$ cat config.mk
export PLATFORM = sky130hd
export DESIGN_NAME = bcdclk_top
export DESIGN_NICKNAME = d
export VERILOG_FILES = /design/src/core/bcdclk_pkg.sv /design/src/core/bcdclk_top.sv
export VERILOG_INCLUDE_DIRS = /design/src /design/src/core
export SDC_FILE = /design/constraint.sdc
export NUM_CORES = 1
export LEC_CHECK = 0
export ABC_AREA = 1
export BUFFER_PORTS_ARGS = -buffer_cell sky130_fd_sc_hd__buf_4
export CAP_MARGIN = 25
export CORE_MARGIN = 4
export CORE_UTILIZATION = 40
export DETAILED_ROUTE_END_ITERATION = 8
export SYNTH_ARGS = -nofsm -noshare
export SYNTH_HDL_FRONTEND = slang
export SYNTH_SLANG_ARGS = --single-unit
$ cat constraint.sdc
create_clock -name ref_clk -period 5 [get_ports ref_clk]
set_input_delay 0.75 -clock ref_clk [delete_from_list [all_inputs] [get_ports ref_clk]]
set_output_delay 0.75 -clock ref_clk [all_outputs]
set_load 0.1 [all_outputs]
$ cat src/core/bcdclk_defines.svh
// register offsets, field limits, reset values and timing counts
`ifndef BCDCLK_DEFINES_SVH
`define BCDCLK_DEFINES_SVH
`define BCDCLK_OFF_HM      6'h00
`define BCDCLK_OFF_MS      6'h04
`define BCDCLK_OFF_DH      6'h08
`define BCDCLK_OFF_YM      6'h0c
`define BCDCLK_OFF_WD      6'h10
`define BCDCLK_OFF_TRIG    6'h14
`define BCDCLK_LOAD_CODE   16'h8000
`define BCDCLK_CLK_HZ      10000000
`define BCDCLK_TICK_PERIOD_S 1
`define BCDCLK_TICK_CYCLES (`BCDCLK_CLK_HZ * `BCDCLK_TICK_PERIOD_S)
`define BCDCLK_TICK_LAST   24'(`BCDCLK_TICK_CYCLES - 1)
`define BCDCLK_SEC_MAX     8'h59
`define BCDCLK_MIN_MAX     8'h59
`define BCDCLK_HOUR_MAX    8'h23
`define BCDCLK_MON_MAX     8'h12
`define BCDCLK_YEAR_MAX    8'h99
`define BCDCLK_WDAY_MAX    8'h06
`define BCDCLK_FEB         8'h02
`define BCDCLK_ZERO        8'h00
`define BCDCLK_ONE         8'h01
`define BCDCLK_RST_YEAR    8'h00
`define BCDCLK_RST_MON     8'h01
`define BCDCLK_RST_DAY     8'h01
`define BCDCLK_RESP_OKAY   2'b00
`define BCDCLK_RESP_SLVERR 2'b10
`endif

$ cat src/core/bcdclk_pkg.sv
// types shared by the clock and calendar block
package bcdclk_pkg;
    typedef struct packed {
        logic [7:0] year;
        logic [7:0] month;
        logic [7:0] day;
        logic [7:0] hour;
        logic [7:0] minute;
        logic [7:0] second;
        logic [7:0] weekday;
    } bcdclk_time_t;

    typedef enum logic [1:0] {BCDCLK_W_IDLE, BCDCLK_W_RESP} bcdclk_wstate_t;
endpackage

$ cat src/core/bcdclk_top.sv
// packed bcd clock and calendar with an axi4-lite register slave
`timescale 1ns/1ps
`include "bcdclk_defines.svh"
module bcdclk_top
    import bcdclk_pkg::*;
#(parameter int unsigned TICK_CYCLES = `BCDCLK_TICK_CYCLES) // cycles a second
(
    input wire logic ref_clk,
    input wire logic reset,
    input wire logic [5:0] s_axi_awaddr,
    input wire logic s_axi_awvalid,
    output logic s_axi_awready,
    input wire logic [31:0] s_axi_wdata,
    input wire logic [3:0] s_axi_wstrb,
    input wire logic s_axi_wvalid,
    output logic s_axi_wready,
    output logic [1:0] s_axi_bresp,
    output logic s_axi_bvalid,
    input wire logic s_axi_bready,
    input wire logic [5:0] s_axi_araddr,
    input wire logic s_axi_arvalid,
    output logic s_axi_arready,
    output logic [31:0] s_axi_rdata,
    output logic [1:0] s_axi_rresp,
    output logic s_axi_rvalid,
    input wire logic s_axi_rready
);
    // bcd increment of one byte, wrapping to a given floor past a ceiling
    function automatic logic [7:0] bcdInc(input logic [7:0] v,
                                          input logic [7:0] top,
                                          input logic [7:0] floor);
        if (v >= top) begin
            bcdInc = floor;
        end else if (v[3:0] >= 4'h9) begin
            bcdInc = {v[7:4] + 4'h1, 4'h0};
        end else begin
            bcdInc = {v[7:4], v[3:0] + 4'h1};
        end
    endfunction

    // last day of the month; years 00..99 stand for 2000..2099
    function automatic logic [7:0] monthEnd(input logic [7:0] mon,
                                            input logic [7:0] yr);
        logic leap;
        leap = (yr[4] ? (yr[1:0] == 2'b10) : (yr[1:0] == 2'b00));
        case (mon)
            `BCDCLK_FEB: monthEnd = leap ? 8'h29 : 8'h28;
            8'h04, 8'h06, 8'h09, 8'h11: monthEnd = 8'h30;
            default: monthEnd = 8'h31;
        endcase
    endfunction

    bcdclk_time_t now, next_now, stage, next_stage;
    logic [23:0] tick, next_tick;
    logic loadPulse;
    // write channel state
    bcdclk_wstate_t wState, next_wState;
    logic awTaken, next_awTaken, wTaken, next_wTaken;
    logic [5:0] awAddr, next_awAddr;
    logic [31:0] wData, next_wData;
    logic [3:0] wStrb, next_wStrb;
    logic [1:0] bResp, next_bResp;
    logic awReady, next_awReady, wReady, next_wReady, bValid, next_bValid;
    // read channel state
    logic arReady, next_arReady, rValid, next_rValid;
    logic [31:0] rData, next_rData;
    logic [1:0] rResp, next_rResp;

    // merge a 16-bit word with the byte strobes
    function automatic logic [15:0] mergeWord(input logic [15:0] old,
                                              input logic [31:0] d,
                                              input logic [3:0] s);
        mergeWord = {s[1] ? d[15:8] : old[15:8], s[0] ? d[7:0] : old[7:0]};
    endfunction

    // write handshake: address and data taken independently, reply after both
    always_comb begin
        logic [15:0] w;
        w = 16'h0000;
        next_wState = wState;
        next_awTaken = awTaken;
        next_wTaken = wTaken;
        next_awAddr = awAddr;
        next_wData = wData;
        next_wStrb = wStrb;
        next_bResp = bResp;
        next_bValid = bValid;
        next_awReady = awReady;
        next_wReady = wReady;
        next_stage = stage;
        loadPulse = 1'b0;
        case (wState)
            BCDCLK_W_IDLE: begin
                if (s_axi_awvalid && awReady) begin
                    next_awTaken = 1'b1;
                    next_awAddr = s_axi_awaddr;
                    next_awReady = 1'b0;
                end
                if (s_axi_wvalid && wReady) begin
                    next_wTaken = 1'b1;
                    next_wData = s_axi_wdata;
                    next_wStrb = s_axi_wstrb;
                    next_wReady = 1'b0;
                end
                if (awTaken && wTaken) begin
                    next_bResp = `BCDCLK_RESP_OKAY;
                    case (awAddr)
                        `BCDCLK_OFF_MS: begin
                            w = mergeWord({stage.minute, stage.second},
                                          wData, wStrb);
                            next_stage.minute = w[15:8];
                            next_stage.second = w[7:0];
                        end
                        `BCDCLK_OFF_DH: begin
                            w = mergeWord({stage.day, stage.hour},
                                          wData, wStrb);
                            next_stage.day = w[15:8];
                            next_stage.hour = w[7:0];
                        end
                        `BCDCLK_OFF_YM: begin
                            w = mergeWord({stage.year, stage.month},
                                          wData, wStrb);
                            next_stage.year = w[15:8];
                            next_stage.month = w[7:0];
                        end
                        `BCDCLK_OFF_WD: begin
                            w = mergeWord({8'h00, stage.weekday},
                                          wData, wStrb);
                            next_stage.weekday = w[7:0];
                        end
                        `BCDCLK_OFF_TRIG: begin
                            // edge-free: one load per write, not per cycle held
                            w = mergeWord(16'h0000, wData, wStrb);
                            loadPulse = (w == `BCDCLK_LOAD_CODE);
                        end
                        `BCDCLK_OFF_HM: begin
                            next_bResp = `BCDCLK_RESP_SLVERR; // read only
                        end
                        default: begin
                            next_bResp = `BCDCLK_RESP_SLVERR;
                        end
                    endcase
                    next_awTaken = 1'b0;
                    next_wTaken = 1'b0;
                    next_bValid = 1'b1;
                    next_wState = BCDCLK_W_RESP;
                end
            end
            BCDCLK_W_RESP: begin
                if (s_axi_bready) begin
                    next_bValid = 1'b0;
                    next_awReady = 1'b1;
                    next_wReady = 1'b1;
                    next_wState = BCDCLK_W_IDLE;
                end
            end
            default: begin
                next_wState = BCDCLK_W_IDLE;
            end
        endcase
    end

    // time base and calendar carry chain; a load wins over a tick
    always_comb begin
        logic [7:0] last;
        next_now = now;
        next_tick = tick;
        last = monthEnd(now.month, now.year);
        if (loadPulse) begin
            next_now = stage;
            next_tick = 24'h000000;
        end else if (tick >= 24'(TICK_CYCLES - 1)) begin
            next_tick = 24'h000000;
            next_now.second = bcdInc(now.second, `BCDCLK_SEC_MAX,
                                     `BCDCLK_ZERO);
            if (now.second >= `BCDCLK_SEC_MAX) begin
                next_now.minute = bcdInc(now.minute, `BCDCLK_MIN_MAX,
                                         `BCDCLK_ZERO);
                if (now.minute >= `BCDCLK_MIN_MAX) begin
                    next_now.hour = bcdInc(now.hour, `BCDCLK_HOUR_MAX,
                                           `BCDCLK_ZERO);
                    if (now.hour >= `BCDCLK_HOUR_MAX) begin
                        next_now.weekday = bcdInc(now.weekday,
                                                  `BCDCLK_WDAY_MAX,
                                                  `BCDCLK_ZERO);
                        next_now.day = bcdInc(now.day, last,
                                              `BCDCLK_ONE);
                        if (now.day >= last) begin
                            next_now.month = bcdInc(now.month,
                                                    `BCDCLK_MON_MAX,
                                                    `BCDCLK_ONE);
                            if (now.month >= `BCDCLK_MON_MAX) begin
                                next_now.year = bcdInc(now.year,
                                                       `BCDCLK_YEAR_MAX,
                                                       `BCDCLK_ZERO);
                            end
                        end
                    end
                end
            end
        end else begin
            next_tick = tick + 24'h000001;
        end
    end

    // read channel: one read at a time, data one cycle after the address
    always_comb begin
        next_arReady = arReady;
        next_rValid = rValid;
        next_rData = rData;
        next_rResp = rResp;
        if (s_axi_arvalid && arReady) begin
            next_arReady = 1'b0;
            next_rValid = 1'b1;
            next_rResp = `BCDCLK_RESP_OKAY;
            case (s_axi_araddr)
                `BCDCLK_OFF_HM: next_rData = {16'h0000, now.hour,
                                             now.minute};
                `BCDCLK_OFF_MS: next_rData = {16'h0000, now.minute,
                                             now.second};
                `BCDCLK_OFF_DH: next_rData = {16'h0000, now.day,
                                             now.hour};
                `BCDCLK_OFF_YM: next_rData = {16'h0000, now.year,
                                             now.month};
                `BCDCLK_OFF_WD: next_rData = {24'h000000, now.weekday};
                `BCDCLK_OFF_TRIG: next_rData = 32'h00000000;
                default: begin
                    next_rData = 32'h00000000;
                    next_rResp = `BCDCLK_RESP_SLVERR;
                end
            endcase
        end else if (rValid && s_axi_rready) begin
            next_rValid = 1'b0;
            next_arReady = 1'b1;
        end
    end

    // registers; calendar resets to 2000-01-01 00:00:00, weekday code 0
    always_ff @(posedge ref_clk) begin
        if (reset) begin
            now <= '{`BCDCLK_RST_YEAR, `BCDCLK_RST_MON, `BCDCLK_RST_DAY,
                     8'h00, 8'h00, 8'h00, 8'h00};
            stage <= '{`BCDCLK_RST_YEAR, `BCDCLK_RST_MON, `BCDCLK_RST_DAY,
                       8'h00, 8'h00, 8'h00, 8'h00};
            tick <= 24'h000000;
            wState <= BCDCLK_W_IDLE;
            awTaken <= 1'b0;
            wTaken <= 1'b0;
            awAddr <= 6'h00;
            wData <= 32'h00000000;
            wStrb <= 4'h0;
            bResp <= 2'b00;
            bValid <= 1'b0;
            awReady <= 1'b1;
            wReady <= 1'b1;
            arReady <= 1'b1;
            rValid <= 1'b0;
            rData <= 32'h00000000;
            rResp <= 2'b00;
        end else begin
            now <= next_now;
            stage <= next_stage;
            tick <= next_tick;
            wState <= next_wState;
            awTaken <= next_awTaken;
            wTaken <= next_wTaken;
            awAddr <= next_awAddr;
            wData <= next_wData;
            wStrb <= next_wStrb;
            bResp <= next_bResp;
            bValid <= next_bValid;
            awReady <= next_awReady;
            wReady <= next_wReady;
            arReady <= next_arReady;
            rValid <= next_rValid;
            rData <= next_rData;
            rResp <= next_rResp;
        end
    end

    assign s_axi_awready = awReady;
    assign s_axi_wready = wReady;
    assign s_axi_bvalid = bValid;
    assign s_axi_bresp = bResp;
    assign s_axi_arready = arReady;
    assign s_axi_rvalid = rValid;
    assign s_axi_rdata = rData;
    assign s_axi_rresp = rResp;
endmodule

Word level (Yosys, flattened, before mapping)
Index checks and enable logic that the tools add are counted.
{"block": "totals", "register_bits": 205, "word_cells": 199}
{"block": "classes", "add_sub_neg": 15, "magnitude_cmp": 15, "eq_ne": 22, "muxes": 54, "reduce_logical": 57}
{"operator": "8-bit two-way mux", "n": 20}
{"operator": "56-bit two-way mux", "n": 2}
{"operator": "16-bit one-hot mux with 5 select lines", "n": 1}
{"operator": "4-bit by 1-bit adder with 4-bit output (second input constant)", "n": 14}
{"operator": "40-bit two-way mux", "n": 1}
{"operator": "4-bit AND reduction", "n": 9}
{"operator": "32-bit two-way mux", "n": 1}
{"operator": "4-bit >= comparator (second input constant)", "n": 7}
{"operator": "24-bit by 1-bit adder with 24-bit output (second input constant)", "n": 1}
{"operator": "6-bit by 4-bit equality test with 1-bit output (second input constant)", "n": 4}
{"operator": "6-bit by 5-bit equality test with 1-bit output (second input constant)", "n": 4}
{"operator": "24-bit >= comparator (second input constant)", "n": 1}
{"operator": "24-bit two-way mux", "n": 1}
{"operator": "3-bit nonzero test", "n": 7}
{"operator": "2-bit nonzero test", "n": 10}
{"operator": "1-bit two-way mux", "n": 18}
{"operator": "16-bit equality test (second input constant)", "n": 1}
{"operator": "8-bit by 3-bit equality test with 1-bit output (second input constant)", "n": 2}
{"operator": "8-bit by 7-bit >= comparator with 1-bit output (second input constant)", "n": 2}
{"operator": "16-bit two-way mux", "n": 1}
{"operator": "2-bit AND reduction", "n": 8}
{"operator": "3-bit AND reduction", "n": 5}
{"operator": "5-bit AND reduction", "n": 3}
{"operator": "6-bit by 3-bit equality test with 1-bit output (second input constant)", "n": 2}
{"operator": "24 further kinds", "n": 38}

Longest topological paths before layout
Gate-level depths: netlist (run 1).
{"block": "logic_depth", "word_depth": 11, "mapped_depth": 22, "mapped_depth_nobuf": 22}

Worst setup path after synthesis (run 1)
No wires, ideal clock.
{"block": "synth_path", "path_type": "register to register", "from": "register now[40] (netlist name)", "to": "register now[36] (netlist name)", "t_arrival_ns": 2.395, "required_ns": 4.887, "setup_slack_ns": 2.492, "stages_incl_launch_ff": 21, "path_buffers": 0, "synth_period_minus_slack_ns": 2.508, "cell_sequence": "dfxtp_1 -> inv_1 -> ha_1 -> o21ai_0 -> o21ai_0 -> a32oi_1 -> nor2_1 -> a31oi_1 -> ha_1 -> nor2_1 -> nand2_1 -> nand2_1 -> nand2_1 -> nand2_1 -> nand2_1 -> nand2_1 -> nand2_1 -> nor2_1 -> nor2_2 -> nor2_1 -> nor2_1"}
{"block": "synth_via", "elab_chain_len": 10}
{"item": "start, declared", "line_no": "bcdclk_top.sv:53", "source": "bcdclk_time_t now, next_now, stage, next_stage;"}
{"item": "start signal, assigned", "line_no": "bcdclk_top.sv:241", "source": "now <= '{`BCDCLK_RST_YEAR, `BCDCLK_RST_MON, `BCDCLK_RST_DAY,"}
{"item": "start signal, assigned", "line_no": "bcdclk_top.sv:261", "source": "now <= next_now;"}
{"item": "8-bit by 3-bit equality test with 1-bit output, or another cell as far along", "line_no": "bcdclk_top.sv:46", "source": "case (mon)"}
{"item": "4-bit OR reduction", "line_no": "bcdclk_top.sv:46"}
{"item": "5-bit one-hot mux with 2 select lines (*)", "line_no": "bcdclk_top.sv:46"}
{"item": "8-bit >= comparator (*)", "line_no": "bcdclk_top.sv:32", "source": "if (v >= top) begin"}
{"item": "8-bit two-way mux", "line_no": "bcdclk_top.sv:32"}
{"item": "24-bit two-way mux", "line_no": "bcdclk_top.sv:182", "source": "if (now.hour >= `BCDCLK_HOUR_MAX) begin"}
{"item": "32-bit two-way mux", "line_no": "bcdclk_top.sv:179", "source": "if (now.minute >= `BCDCLK_MIN_MAX) begin"}
{"item": "40-bit two-way mux", "line_no": "bcdclk_top.sv:176", "source": "if (now.second >= `BCDCLK_SEC_MAX) begin"}
{"item": "56-bit two-way mux", "line_no": "bcdclk_top.sv:172", "source": "end else if (tick >= 24'(TICK_CYCLES - 1)) begin"}
{"item": "56-bit two-way mux", "line_no": "bcdclk_top.sv:169", "source": "if (loadPulse) begin"}
Mark *: on every way between the ends. The rest lies on a longest branch, timed or not. The select of a mux whose other input is x is not followed.
A chain may end at the register's enable or synchronous reset.

Worst setup path after layout (run 1)
{"block": "layout_path", "from": "register now[40] (netlist name)", "to": "register now[40] (netlist name)"}
{"block": "layout_via", "elab_chain_len": 9}
{"item": "branches (longest 9 deep; another with 8-bit >= comparator)"}
Parallel ways; which one is timed is not known. The select of a mux whose other input is x is not followed.

==> Implementation_results.wiki, run 1 <==
{| class="wikitable"
! Metric !! Value
|-
| Run status || finished clean
|-
| Share of power burned in the clock network || between 40% and 50%
|-
| Worst slew margin relative to its limit || between 20% and 30%
|-
| DPL Wire Length || approximately 20 mm
|-
| Port Buffer Count || about 60
|-
| Slowest cell on the critical path || sky130_fd_sc_hd__o21ai_0
|-
| Total of endpoints with negative setup slack in the final report || 0
|-
| Post-CTS Setup Inserts || 0
|-
| Maximum level of the CTS H-tree || 4
|-
| XOR/XNOR Fraction of Synth Area || 2.26%
|-
| Pint || 2.38 mW
|-
| Power density over the cells || between 200 and 300 nW/um^2
|-
| Wire length of the first global-routing pass || ~42 mm
|-
| Post-synthesis cell type with the largest combined area || sky130_fd_sc_hd__dfxtp_1
|-
| Antenna violations before repair || 0
|-
| Most common cell in the netlist || sky130_fd_sc_hd__nor2_1
|-
| CTS Buffer Depth || 2
|-
| Top post-synthesis cells by area || sky130_fd_sc_hd__dfxtp_1 38%, sky130_fd_sc_hd__nor2_1 11%, sky130_fd_sc_hd__nand2_1 10%
|-
| Initial Utilization || 41.0%
|-
| Starting DRC count in detailed routing || between 500 and 600
|-
| Clock insertion delay at the later pin of the skew report || 430 ps
|-
| Setup crit end kind || register
|-
| Post-CTS Resized || 0
|-
| Number of top-level pins || 96
|-
| Yosys cell types || 44
|-
| CTS buffer count || 17
|-
| Critical path arrival || between 3000 and 4000 ps
|-
| Antenna diode instance count || 0
|-
| IR drop worst, VDD || between 200 and 250 uV
|-
| Maximum number of pins on one net before global-route repair || 78
|-
| Synthesized instance count || 1,409
|-
| Post-DR wirelength/cell || between 15 and 20 um
|-
| Final ANT Viol Nets || 0
|-
| Final non-filler cell total || roughly 1,800
|-
| Number of cells after detailed placement || around 1,700
|-
| Yosys reg bits || approximately 190
|-
| Number of global-route vias before repair || about 8,000
|-
| Async set-reset flop share out of synthesis || 0%
|-
| Fraction of final layout cells with drive strength greater than 1 || 8.42%
|-
| Vert. Die Dim || between 150 and 200 um
|-
| Share of power burned in registers || roughly 47%
|-
| DR vias || 8,921
|-
| Cell leakage power || 4.77 nW
|-
| Setup repair after global routing missed its margin || false
|-
| Post-synthesis sequential area ratio || 38.2%
|-
| Mux cell area share after synthesis || 0%
|-
| Fraction of the mapped netlist area in compound gates || between 10% and 20%
|-
| Synth cell count leaders || 276 x sky130_fd_sc_hd__nor2_1, 268 x sky130_fd_sc_hd__nand2_1, 185 x sky130_fd_sc_hd__dfxtp_1
|-
| Global-route usage over all layers || about 20%
|-
| CP startpoint kind || register
|-
| Num Clock Sinks || 185
|-
| Largest fanout on the critical path || 7
|-
| Share of synthesized cell area in and, or, nand and nor gates || around 27%
|-
| Shortest period the worst path allows || between 3000 and 4000 ps
|-
| Final Cycle Share || 67.6%
|-
| Number of remaining DRC errors || 0
|-
| Start-to-end type of the worst setup path || register to register
|-
| Min-Delay Path Class || register to register
|-
| Count of max-cap constraint violations || 0
|-
| Post-synth design cell area || around 9700 um^2
|-
| Share of the synthesized area in the top cell type || between 30% and 40%
|-
| Area growth syn-to-layout || 13.0%
|-
| Placer Congestion || ~0.91
|-
| FP Rows || 56
|-
| Switching power || roughly 900 uW
|-
| Fillers || around 2,500
|-
| Critical Path RT || between 5000 and 6000 ps
|-
| Achievable frequency || 296 MHz
|-
| Mean instance size in the synthesized netlist || 6.89 um^2
|-
| Die Footprint || 26,800 um^2
|-
| EDFF count, synth || 0
|-
| Global-route congestion overflow total || 0
|-
| Syn. warnings || 0
|-
| Clock-pin slew on the worst setup and hold paths || around 70 ps
|-
| Dominant combinational cell family by area after synthesis || simple AND/OR/NAND/NOR gates
|-
| Number of iterations in the first detailed-routing pass || 5
|-
| Crit path largest cell delay || 550 ps
|-
| Clock tree from TritonCTS || done
|-
| Critical path, cell by cell || inv_1, ha_1, o21ai_0, o21ai_0, a32oi_1, nor2_1, a31oi_1, ha_1, nand2_1, nor3_1, nor2_1, o21ai_0, nand2_1, nand2_1, o211ai_1
|-
| Final number of hold-violating endpoints || 0
|-
| Core footprint || ~24,000 um^2
|-
| Final Slew Violations || 0
|-
| Mean number of vias per cell || between 5 and 6
|-
| Measured slew at the worst slew-check pin || 1110 ps
|-
| Die W || roughly 160 um
|-
| Total number of nets in the final design || between 1,500 and 2,000
|-
| Adder-cell area share of the yosys netlist || about 5.8%
|-
| Setup TNS || 0 ps
|-
| Hold-fix buffers at CTS || 0
|-
| Most used DFF post-synth || sky130_fd_sc_hd__dfxtp_1
|-
| Clock Skews || 10.3 ps
|-
| CTS Root Cell || sky130_fd_sc_hd__clkbuf_16
|-
| Net Sw Frac || between 20% and 30%
|-
| Power share of the combinational group || around a tenth
|-
| Total detailed-routing wirelength || 26.8 mm
|}
-- sequential cells by signal, indices dropped and copies added (netlist names), 2 cells and up --
name         flops
awAddr           6
now             56
s_axi_rdata     16
stage           56
tick            24
wData           16
wStrb            2
-- area by class of cell --
cell class | instances | area, um^2 | area share (%)
clock buffer | 18 | 439 | 4.01
clock inverter | 13 | 166 | 1.52
inverter | 149 | 559 | 5.10
multi-input combinational | 1031 | 5190 | 47.4
sequential | 185 | 3700 | 33.8
tap | 319 | 399 | 3.64
timing repair buffer | 65 | 500 | 4.57
-- through the flow --
step	area, um^2	util [%]	total power [mW]	hold slack (ps)	worst slack (ps)
2_1_floorplan	9770	-	1.83	424	2490
3_3_place_gp	10300	43.6	1.90	438	1820
3_5_place_dp	10300	43.6	1.90	448	1790
4_1_cts	10900	46.2	3.31	464	1750
5_1_grt	11000	46.3	3.40	492	1440
6_report	11000	46.3	3.28	452	1620
-- placed cells by master (no fill, tap or decap), types with 11 or more instances in the layout --
cell type                   Yosys  routed
sky130_fd_sc_hd__clkbuf_16      0      17
sky130_fd_sc_hd__a211oi_1      28      28
sky130_fd_sc_hd__xor2_1        16      16
sky130_fd_sc_hd__nand2_1      268     268
sky130_fd_sc_hd__a21oi_1       84      84
sky130_fd_sc_hd__dfxtp_1      185     185
sky130_fd_sc_hd__nand3_1       49      49
sky130_fd_sc_hd__inv_1        142     142
sky130_fd_sc_hd__buf_4         19      64
sky130_fd_sc_hd__a22oi_1       11      11
sky130_fd_sc_hd__o21ai_0      134     134
sky130_fd_sc_hd__nor2_1       276     275
sky130_fd_sc_hd__ha_1          45      45
sky130_fd_sc_hd__nand4_1       13      13
sky130_fd_sc_hd__conb_1         1      18
-- kinds of logic (layout without fill, tap and decap cells) --
family | Yosys count | in the layout
buffers and inverters | 210 | 245
and+or+nand+nor | 643 | 643
other | 1 | 18
xor gates and xnor gates | 25 | 25
AOI/OAI and AO/OA | 300 | 300
DFF | 185 | 185
adders and majority gates | 45 | 45
-- worst max-delay path, delay by kind of cell, from the launching register on --
kind / cells / cell delay (ps)
AO/OA/AOI/OAI: 6 / 1410
adder cells (fa/ha/maj): 2 / 400
buffers and inverters: 1 / 140
flip-flops: 1 / 470
AND/OR/NAND/NOR: 6 / 800
-- metal layers --
metal	track usage (%)	vias up	wire, um
li1	-	4634	-
met3	3.64	36	1330
met2	29.6	220	11200
met4	5.87	0	588
met1	29.6	4031	13700
met5	0	-	0
-- worst paths after layout --
path,slack (ps),to,from,cells after the start
worst max-delay path,1620,now[40]$_SDFFE_PP1P_,now[40]$_SDFFE_PP1P_,15
worst min-delay path,450,stage[7]$_SDFFE_PP0P_,stage[7]$_SDFFE_PP0P_,2
worst max register to register,1620,now[40]$_SDFFE_PP1P_,now[40]$_SDFFE_PP1P_,15
worst min register to register,450,stage[7]$_SDFFE_PP0P_,stage[7]$_SDFFE_PP0P_,2
-- power by group through the flow --
stage | combinational, mW | sequential (mW) | clock [mW]
after floorplan | 0.193 | 1.64 | 0
after global placement | 0.317 | 1.58 | 0
after detailed placement | 0.319 | 1.58 | 0
after CTS | 0.320 | 1.55 | 1.43
after global routing | 0.348 | 1.56 | 1.49
final | 0.319 | 1.55 | 1.41
No activity file was read; power rests on OpenSTA's default activity.
==> inputs of run 2 (changes only) <==
- clock period: 5 -> 3.5 ns (I/O delays scaled with it)
==> run 2 against run 1 <==
  * Fmax grew 9.8%
  * Critical path type unchanged
  * First-iteration DRC count is 13% higher
  * Sequential share of layout area is essentially flat
==> Implementation_results.wiki, run 2 (same netlist as run 1, synthesis figures left out) <==
{| class="wikitable"
! Metric !! Value
|-
| Run status || finished clean
|-
| Num Clock Sinks || 185 (unchanged)
|-
| Total of endpoints with negative setup slack in the final report || 0 (unchanged)
|-
| Number of cells on the worst reg-to-reg path || 21 (+6)
|-
| Final core occ || 46.3% (+0.063 points)
|-
| Global-route congestion overflow total || 0 (unchanged)
|-
| Cell type group with the largest total delay on the critical path || simple AND/OR/NAND/NOR gates
|-
| Core footprint || 23,700 um^2 (unchanged)
|-
| Antenna diode instance count || 0 (unchanged)
|-
| Fraction of final layout cells with drive strength greater than 1 || 8.86% (+0.44 points)
|-
| CTS Buffer Depth || 2 (unchanged)
|-
| Maximum number of pins on one net before global-route repair || 127 (+63%)
|-
| DPL Wire Length || 19.5 mm (-1.1%)
|-
| Source of the worst hold timing path || s_axi_awaddr[0]
|-
| Total power of the final layout || 4.59 mW (+40%)
|-
| Mean number of vias per cell || 4.97 (-0.78%)
|-
| Clock insertion delay at the later pin of the skew report || 440 ps (about the same)
|-
| Critical Path RT || 3870 ps (-1420 ps)
|-
| Power density over the cells || 418 nW/um^2 (+40%)
|-
| Total number of nets in the final design || 1,555 (+0.39%)
|-
| Cell leakage power || 4.78 nW (+0.30%)
|-
| Number of top-level pins || 96 (unchanged)
|-
| Reg area || 3700 um^2 (unchanged)
|-
| Area of combinational cells with multiple inputs || 5190 um^2 (unchanged)
|-
| Vert. Die Dim || 164 um (unchanged)
|-
| Starting DRC count in detailed routing || 659 (+13%)
|-
| Most used cells in the layout excluding fill and tap cells || 275 x sky130_fd_sc_hd__nor2_1, 268 x sky130_fd_sc_hd__nand2_1, 185 x sky130_fd_sc_hd__dfxtp_1, 142 x sky130_fd_sc_hd__inv_1, 134 x sky130_fd_sc_hd__o21ai_0
|-
| Die Footprint || 26,800 um^2 (unchanged)
|-
| Setup crit end kind || register
|-
| Setup slack, reg-to-reg || 420 ps (-1200 ps)
|-
| Final Slew Violations || 0 (unchanged)
|-
| Worst slew margin relative to its limit || 48.4% (+23 points)
|-
| Initial Utilization || 41.0% (unchanged)
|-
| Critical path arrival || 3440 ps (-230 ps)
|-
| Maximum level of the CTS H-tree || 4 (unchanged)
|-
| Post-DR wirelength/cell || 14.8 um (-1.8%)
|-
| Crit path largest cell delay || 450 ps (-100 ps)
|-
| Count of max-cap constraint violations || 0 (unchanged)
|-
| Measured slew at the worst slew-check pin || 773 ps (-336 ps)
|-
| Wire length of the first global-routing pass || 41.7 mm (-1.8%)
|-
| Setup repair after global routing missed its margin || false
|-
| Placer Congestion || 0.885 (-2.4%)
|-
| Endpoint of the worst hold-timing path || awAddr[0]$_SDFFE_PP0P_
|-
| Final Cycle Share || 88.0% (+20 points)
|-
| Shortest period the worst path allows || 3080 ps (-301 ps)
|-
| Number of global-route vias before repair || 7,904 (-0.73%)
|-
| Global-route usage over all layers || 19.6% (-0.41 points)
|-
| Worst Hold Margin || 336 ps (-116 ps)
|-
| Crit path buf inv count || 1 (unchanged)
|-
| FP Rows || 56 (unchanged)
|-
| Final number of hold-violating endpoints || 0 (unchanged)
|-
| Registers with the highest flip-flop counts || now: 56 flops, stage: 56 flops, tick: 24 flops
|-
| Hold-fix buffers at CTS || 0 (unchanged)
|-
| Area growth syn-to-layout || 13.1%
|-
| Critical path, cell by cell || inv_1, ha_1, o21ai_0, o21ai_0, a32oi_1, nor2_1, a31oi_1, ha_1, nor2_1, nand2_1, nand2_1, nand2_1, nand2_1, nand2_1, nand2_1, nand2_1, nor2_1, nor2_2, nand2_1, nand2_1, nor2_1
|-
| Largest fanout on the critical path || 8 (+1)
|-
| Post-CTS Setup Inserts || 0 (unchanged)
|-
| Most common cell after layout, fill and taps aside || sky130_fd_sc_hd__nor2_1
|-
| IR drop worst, VDD || 240 uV (+14%)
|-
| Setup TNS || 0 ps (unchanged)
|-
| CTS Root Cell || sky130_fd_sc_hd__clkbuf_16
|-
| Number of iterations in the first detailed-routing pass || 5 (unchanged)
|-
| Total detailed-routing wirelength || 26.4 mm (-1.5%)
|-
| Cell type with the highest occurrence count on the critical path || sky130_fd_sc_hd__nand2_1
|-
| Number of remaining DRC errors || 0 (unchanged)
|-
| Clock-pin slew on the worst setup and hold paths || 70 ps (about the same)
|-
| Achievable frequency || 325 MHz (+9.8%)
|-
| Post-route cell area || 11,000 um^2 (+0.14%)
|-
| Placed inst area || 10,400 um^2 (+0.63%)
|-
| Number of cells after detailed placement || 1,755 (+0.40%)
|-
| Clock Skews || 12.5 ps (+2.24 ps)
|-
| Final ANT Viol Nets || 0 (unchanged)
|-
| Port Buffer Count || 59 (unchanged)
|-
| Clock tree from TritonCTS || done
|-
| Worst flop-to-flop path endpoint || now[37]$_SDFFE_PP0P_
|-
| Worst Hold Path Cells || 3 (+1)
|-
| CP startpoint kind || register
|-
| Min-Delay Path Class || input pin to register
|-
| Die W || 164 um (unchanged)
|-
| Fillers || 2,521 (+0.48%)
|-
| Post-CTS Resized || 0 (unchanged)
|-
| CTS buffer count || 17 (unchanged)
|-
| Origin of the critical flop-to-flop path || now[40]$_SDFFE_PP1P_
|-
| DR vias || 8,886 (-0.39%)
|-
| Antenna violations before repair || 0 (unchanged)
|-
| Worst-case setup slack after placement || 478 ps (-1310 ps)
|-
| Setup ws final || 421 ps (-1200 ps)
|-
| Start-to-end type of the worst setup path || register to register
|-
| Slowest cell on the critical path || sky130_fd_sc_hd__dfxtp_1
|-
| Final non-filler cell total || 1,787 (+0.39%)
|}
==> run 2: cell type report <==
class / count / area share, %
Inverter: 149 / 5.10
Sequential cell: 185 / 33.7
Multi-Input combinational cell: 1031 / 47.3
Clock buffer: 18 / 4.00
Timing Repair Buffer: 71 / 4.97
Clock inverter: 14 / 1.24
Tap cell: 319 / 3.64
==> run 2: worst max-delay path by stage <==
stage / from / end / slack (ps) / cells after the start
after floorplan: now[40]$_SDFFE_PP1P_ / now[36]$_SDFFE_PP0P_ / 990 / 20
after global placement: now[40]$_SDFFE_PP1P_ / now[36]$_SDFFE_PP0P_ / 500 / 21
after detailed placement: now[40]$_SDFFE_PP1P_ / now[37]$_SDFFE_PP0P_ / 480 / 21
after CTS: now[40]$_SDFFE_PP1P_ / now[37]$_SDFFE_PP0P_ / 450 / 21
after global routing: now[40]$_SDFFE_PP1P_ / now[39]$_SDFFE_PP0P_ / 60 / 21
final: now[40]$_SDFFE_PP1P_ / now[37]$_SDFFE_PP0P_ / 420 / 21
==> run 2: per-layer routing <==
layer	wire length [um]	part of all wire, %	track usage [%]	up-vias
met2	11000	42	29.3	226
met3	1370	5.2	3.41	24
met5	0	0	0	-
li1	-	-	-	4642
met4	369	1.4	4.42	0
met1	13600	52	29.3	3994
==> run 2: report_power, final <==
part	leakage, nW	switching (mW)	internal [mW]	total (mW)
clock network	0.274	0.904	1.02	1.92
registers	1.50	0.0576	2.15	2.21
logic	3.01	0.353	0.104	0.457
total	4.78	1.31	3.28	4.59
==> run 2: tightest hold or removal path, delay by kind of cell <==
family	cells	cell delay, ps
buffers and inverters	1	70
AOI/OAI and AO/OA	1	70
and+or+nand+nor	1	70
==> inputs of run 3 (changes only) <==
- ABC_AREA: 1 -> unset
==> run 3 against run 2 <==
  * Worst hold slack worse by 28 ps
  * Combinational power is 12% lower
  * Highest routed layer unchanged
  * Clock skew is 2.4 ps higher
==> Implementation_results.wiki, run 3 <==
{| class="wikitable"
! Metric !! Value
|-
| Power density over the cells || 424 nW/um^2 (+1.4%)
|-
| Run status || finished clean
|-
| Number of remaining DRC errors || 0 (unchanged)
|-
| Setup ws final || 250 ps (-171 ps)
|-
| Start-to-end type of the worst setup path || register to register
|-
| Synthesized instance count || 1,099 (-22%)
|-
| Post-synthesis cell type with the largest combined area || sky130_fd_sc_hd__dfxtp_1
|-
| IR drop worst, VDD || 260 uV (+8.1%)
|-
| Num Clock Sinks || 185 (unchanged)
|-
| Global-route congestion overflow total || 0 (unchanged)
|-
| Antenna violations before repair || 0 (unchanged)
|-
| Async set-reset flop share out of synthesis || 0% (unchanged)
|-
| Final Slew Violations || 0 (unchanged)
|-
| Total number of nets in the final design || 1,230 (-21%)
|-
| Post-CTS Setup Inserts || 0 (unchanged)
|-
| Cell leakage power || 4.10 nW (-14%)
|-
| Post-synth design cell area || 9460 um^2 (-2.5%)
|-
| Post-DR wirelength/cell || 16.9 um (+15%)
|-
| Critical path arrival || 3590 ps (+150 ps)
|-
| Clock insertion delay at the later pin of the skew report || 440 ps (about the same)
|-
| Die W || 162 um (-1.2%)
|-
| Yosys cell types || 80 (+82%)
|-
| Wire length of the first global-routing pass || 39.8 mm (-4.6%)
|-
| Largest fanout on the critical path || 10 (+2)
|-
| CP startpoint kind || register
|-
| Clock tree from TritonCTS || done
|-
| Post-synthesis sequential area ratio || 39.1% (+0.96 points)
|-
| Achievable frequency || 308 MHz (-5.3%)
|-
| Final Cycle Share || 92.9% (+4.9 points)
|-
| Count of max-cap constraint violations || 0 (unchanged)
|-
| Share of the synthesized area in the top cell type || 39.1% (+0.96 points)
|-
| Setup TNS || 0 ps (unchanged)
|-
| Most common cell in the netlist || sky130_fd_sc_hd__dfxtp_1
|-
| Total detailed-routing wirelength || 24.8 mm (-6.2%)
|-
| Number of iterations in the first detailed-routing pass || 7 (+2)
|-
| Measured slew at the worst slew-check pin || 984 ps (+211 ps)
|-
| Area growth syn-to-layout || 13.0% (about the same)
|-
| Antenna diode instance count || 0 (unchanged)
|-
| Setup crit end kind || register
|-
| Fraction of final layout cells with drive strength greater than 1 || 12.6% (+3.7 points)
|-
| Maximum number of pins on one net before global-route repair || 111 (-13%)
|-
| Most used cells in the layout excluding fill and tap cells || 185 x sky130_fd_sc_hd__dfxtp_1, 176 x sky130_fd_sc_hd__nor2_1, 94 x sky130_fd_sc_hd__nand2_1, 70 x sky130_fd_sc_hd__buf_4, 60 x sky130_fd_sc_hd__mux2i_1
|-
| Core footprint || 23,400 um^2 (-1.2%)
|-
| Mean number of vias per cell || 5.40 (+8.6%)
|-
| Min-Delay Path Class || input pin to register
|-
| DPL Wire Length || 17.5 mm (-9.9%)
|-
| Most common cell after layout, fill and taps aside || sky130_fd_sc_hd__dfxtp_1
|-
| Hold-fix buffers at CTS || 0 (unchanged)
|-
| Endpoint of the worst hold-timing path || awAddr[3]$_SDFFE_PP0P_
|-
| DR vias || 7,897 (-11%)
|-
| FP Rows || 56 (unchanged)
|-
| Most used DFF post-synth || sky130_fd_sc_hd__dfxtp_1
|-
| Origin of the critical flop-to-flop path || now[41]$_SDFFE_PP0P_
|-
| CTS buffer count || 17 (unchanged)
|-
| Yosys reg bits || 185 (unchanged)
|-
| Initial Utilization || 40.4% (-0.53 points)
|-
| Worst-case setup slack after placement || 180 ps (-298 ps)
|-
| Setup repair after global routing missed its margin || false
|-
| CTS Root Cell || sky130_fd_sc_hd__clkbuf_16
|-
| Vert. Die Dim || 162 um (-1.2%)
|-
| CTS Buffer Depth || 2 (unchanged)
|-
| Source of the worst hold timing path || s_axi_awaddr[3]
|-
| EDFF count, synth || 0 (unchanged)
|-
| Clock Skews || 14.9 ps (+2.38 ps)
|-
| Registers with the highest flip-flop counts || now: 56 flops, stage: 56 flops, tick: 24 flops
|-
| Starting DRC count in detailed routing || 698 (+5.9%)
|-
| Number of cells on the worst reg-to-reg path || 13 (-38%)
|-
| Syn. warnings || 0 (unchanged)
|-
| Number of top-level pins || 96 (unchanged)
|-
| Shortest period the worst path allows || 3250 ps (+171 ps)
|-
| Worst slew margin relative to its limit || 34.2% (-14 points)
|-
| Post-route cell area || 10,700 um^2 (-2.5%)
|-
| Worst flop-to-flop path endpoint || now[52]$_SDFFE_PP0P_
|-
| Final number of hold-violating endpoints || 0 (unchanged)
|-
| Port Buffer Count || 59 (unchanged)
|-
| Setup slack, reg-to-reg || 250 ps (-170 ps)
|-
| Critical Path RT || 3840 ps (-30 ps)
|-
| Die Footprint || 26,200 um^2 (-2.3%)
|-
| Number of global-route vias before repair || 7,432 (-6.0%)
|-
| Clock-pin slew on the worst setup and hold paths || 80 ps (about the same)
|-
| Worst Hold Path Cells || 3 (unchanged)
|-
| Final core occ || 45.7% (-0.63 points)
|-
| Synth cell count leaders || 185 x sky130_fd_sc_hd__dfxtp_1, 176 x sky130_fd_sc_hd__nor2_1, 94 x sky130_fd_sc_hd__nand2_1
|-
| Placer Congestion || 0.869 (-1.9%)
|-
| Placed inst area || 10,100 um^2 (-3.0%)
|-
| Global-route usage over all layers || 18.9% (-0.70 points)
|-
| Mean instance size in the synthesized netlist || 8.61 um^2 (+25%)
|-
| Final ANT Viol Nets || 0 (unchanged)
|-
| Top post-synthesis cells by area || sky130_fd_sc_hd__dfxtp_1 39%, sky130_fd_sc_hd__nor2_1 7.0%, sky130_fd_sc_hd__mux2i_1 6.3%
|-
| Maximum level of the CTS H-tree || 4 (unchanged)
|-
| Worst Hold Margin || 308 ps (-27.8 ps)
|-
| Total of endpoints with negative setup slack in the final report || 0 (unchanged)
|}
-- run 3: how the worst max path moves through the flow --
stage                    startpoint                   end  slack, ps  cells past startpoint
2_1_floorplan  now[40]$_SDFFE_PP1P_  now[35]$_SDFFE_PP0P_        580                     12
3_3_place_gp   now[40]$_SDFFE_PP1P_  now[35]$_SDFFE_PP0P_        260                     14
3_5_place_dp   now[41]$_SDFFE_PP0P_  now[35]$_SDFFE_PP0P_        180                     11
4_1_cts        now[41]$_SDFFE_PP0P_  now[35]$_SDFFE_PP0P_        160                     11
5_1_grt        now[45]$_SDFFE_PP0P_  now[52]$_SDFFE_PP0P_         10                     14
6_report       now[41]$_SDFFE_PP0P_  now[52]$_SDFFE_PP0P_        250                     13
-- run 3: logic make-up (layout without fill, tap and decap cells) --
family,after synthesis,count (layout),synth area share (%)
AOI/OAI and AO/OA,212,212,15.3
xor gates and xnor gates,22,22,2.04
adders and majority gates,45,45,5.95
buffers and inverters,109,136,5.61
DFF,185,185,39.1
muxes,73,73,9.08
other,1,18,0.0396
and+or+nand+nor,452,452,22.9
-- run 3: power by group --
part / switching, mW / internal (mW) / leakage (nW)
Sequential: 0.0490 / 2.14 / 1.50
Clock: 0.913 / 1.03 / 0.288
Combinational: 0.303 / 0.100 / 2.32
Total: 1.27 / 3.27 / 4.10
-- run 3: cell type report --
type	instances	area, um^2
clock buffer	18	439
multi-input combinational	822	5310
clock inverter	14	158
fill	2371	12700
inverter	32	120
tap	319	399
sequential	185	3700
timing repair buffer	72	566
-- run 3: critical path, cell delays in order, from the launching register on --
cell,delay [ps]
sky130_fd_sc_hd__dfxtp_1,490
sky130_fd_sc_hd__ha_1,260
sky130_fd_sc_hd__nor2_1,60
sky130_fd_sc_hd__nor3b_1,170
sky130_fd_sc_hd__a21oi_1,90
sky130_fd_sc_hd__nor3_1,220
sky130_fd_sc_hd__nor2_1,70
sky130_fd_sc_hd__ha_1,290
sky130_fd_sc_hd__a21oi_1,100
sky130_fd_sc_hd__o221a_2,320
sky130_fd_sc_hd__a21oi_1,210
sky130_fd_sc_hd__nand3_2,220
sky130_fd_sc_hd__or3_1,390
sky130_fd_sc_hd__a311oi_1,270
-- run 3: metal layers --
metal | vias up | track usage, % | wire (um)
met5 | - | 0 | 0
met4 | 0 | 4.96 | 372
met3 | 32 | 4.09 | 1120
met2 | 163 | 30.7 | 11600
met1 | 3757 | 25.6 | 11700
li1 | 3945 | - | -
-- run 3: timing repair --
action	CTS	global route
setup endpoints to repair	0	4
endpoints found under the hold margin	0	0
resized for setup	0	2
-- run 3: metrics by stage --
step | power, mW | cells
3_5_place_dp | 2.64 | 1430
5_1_grt | 4.71 | 1462
4_1_cts | 4.58 | 1462
6_report | 4.54 | 1462
2_1_floorplan | 2.55 | 1116
3_3_place_gp | 2.64 | 1430
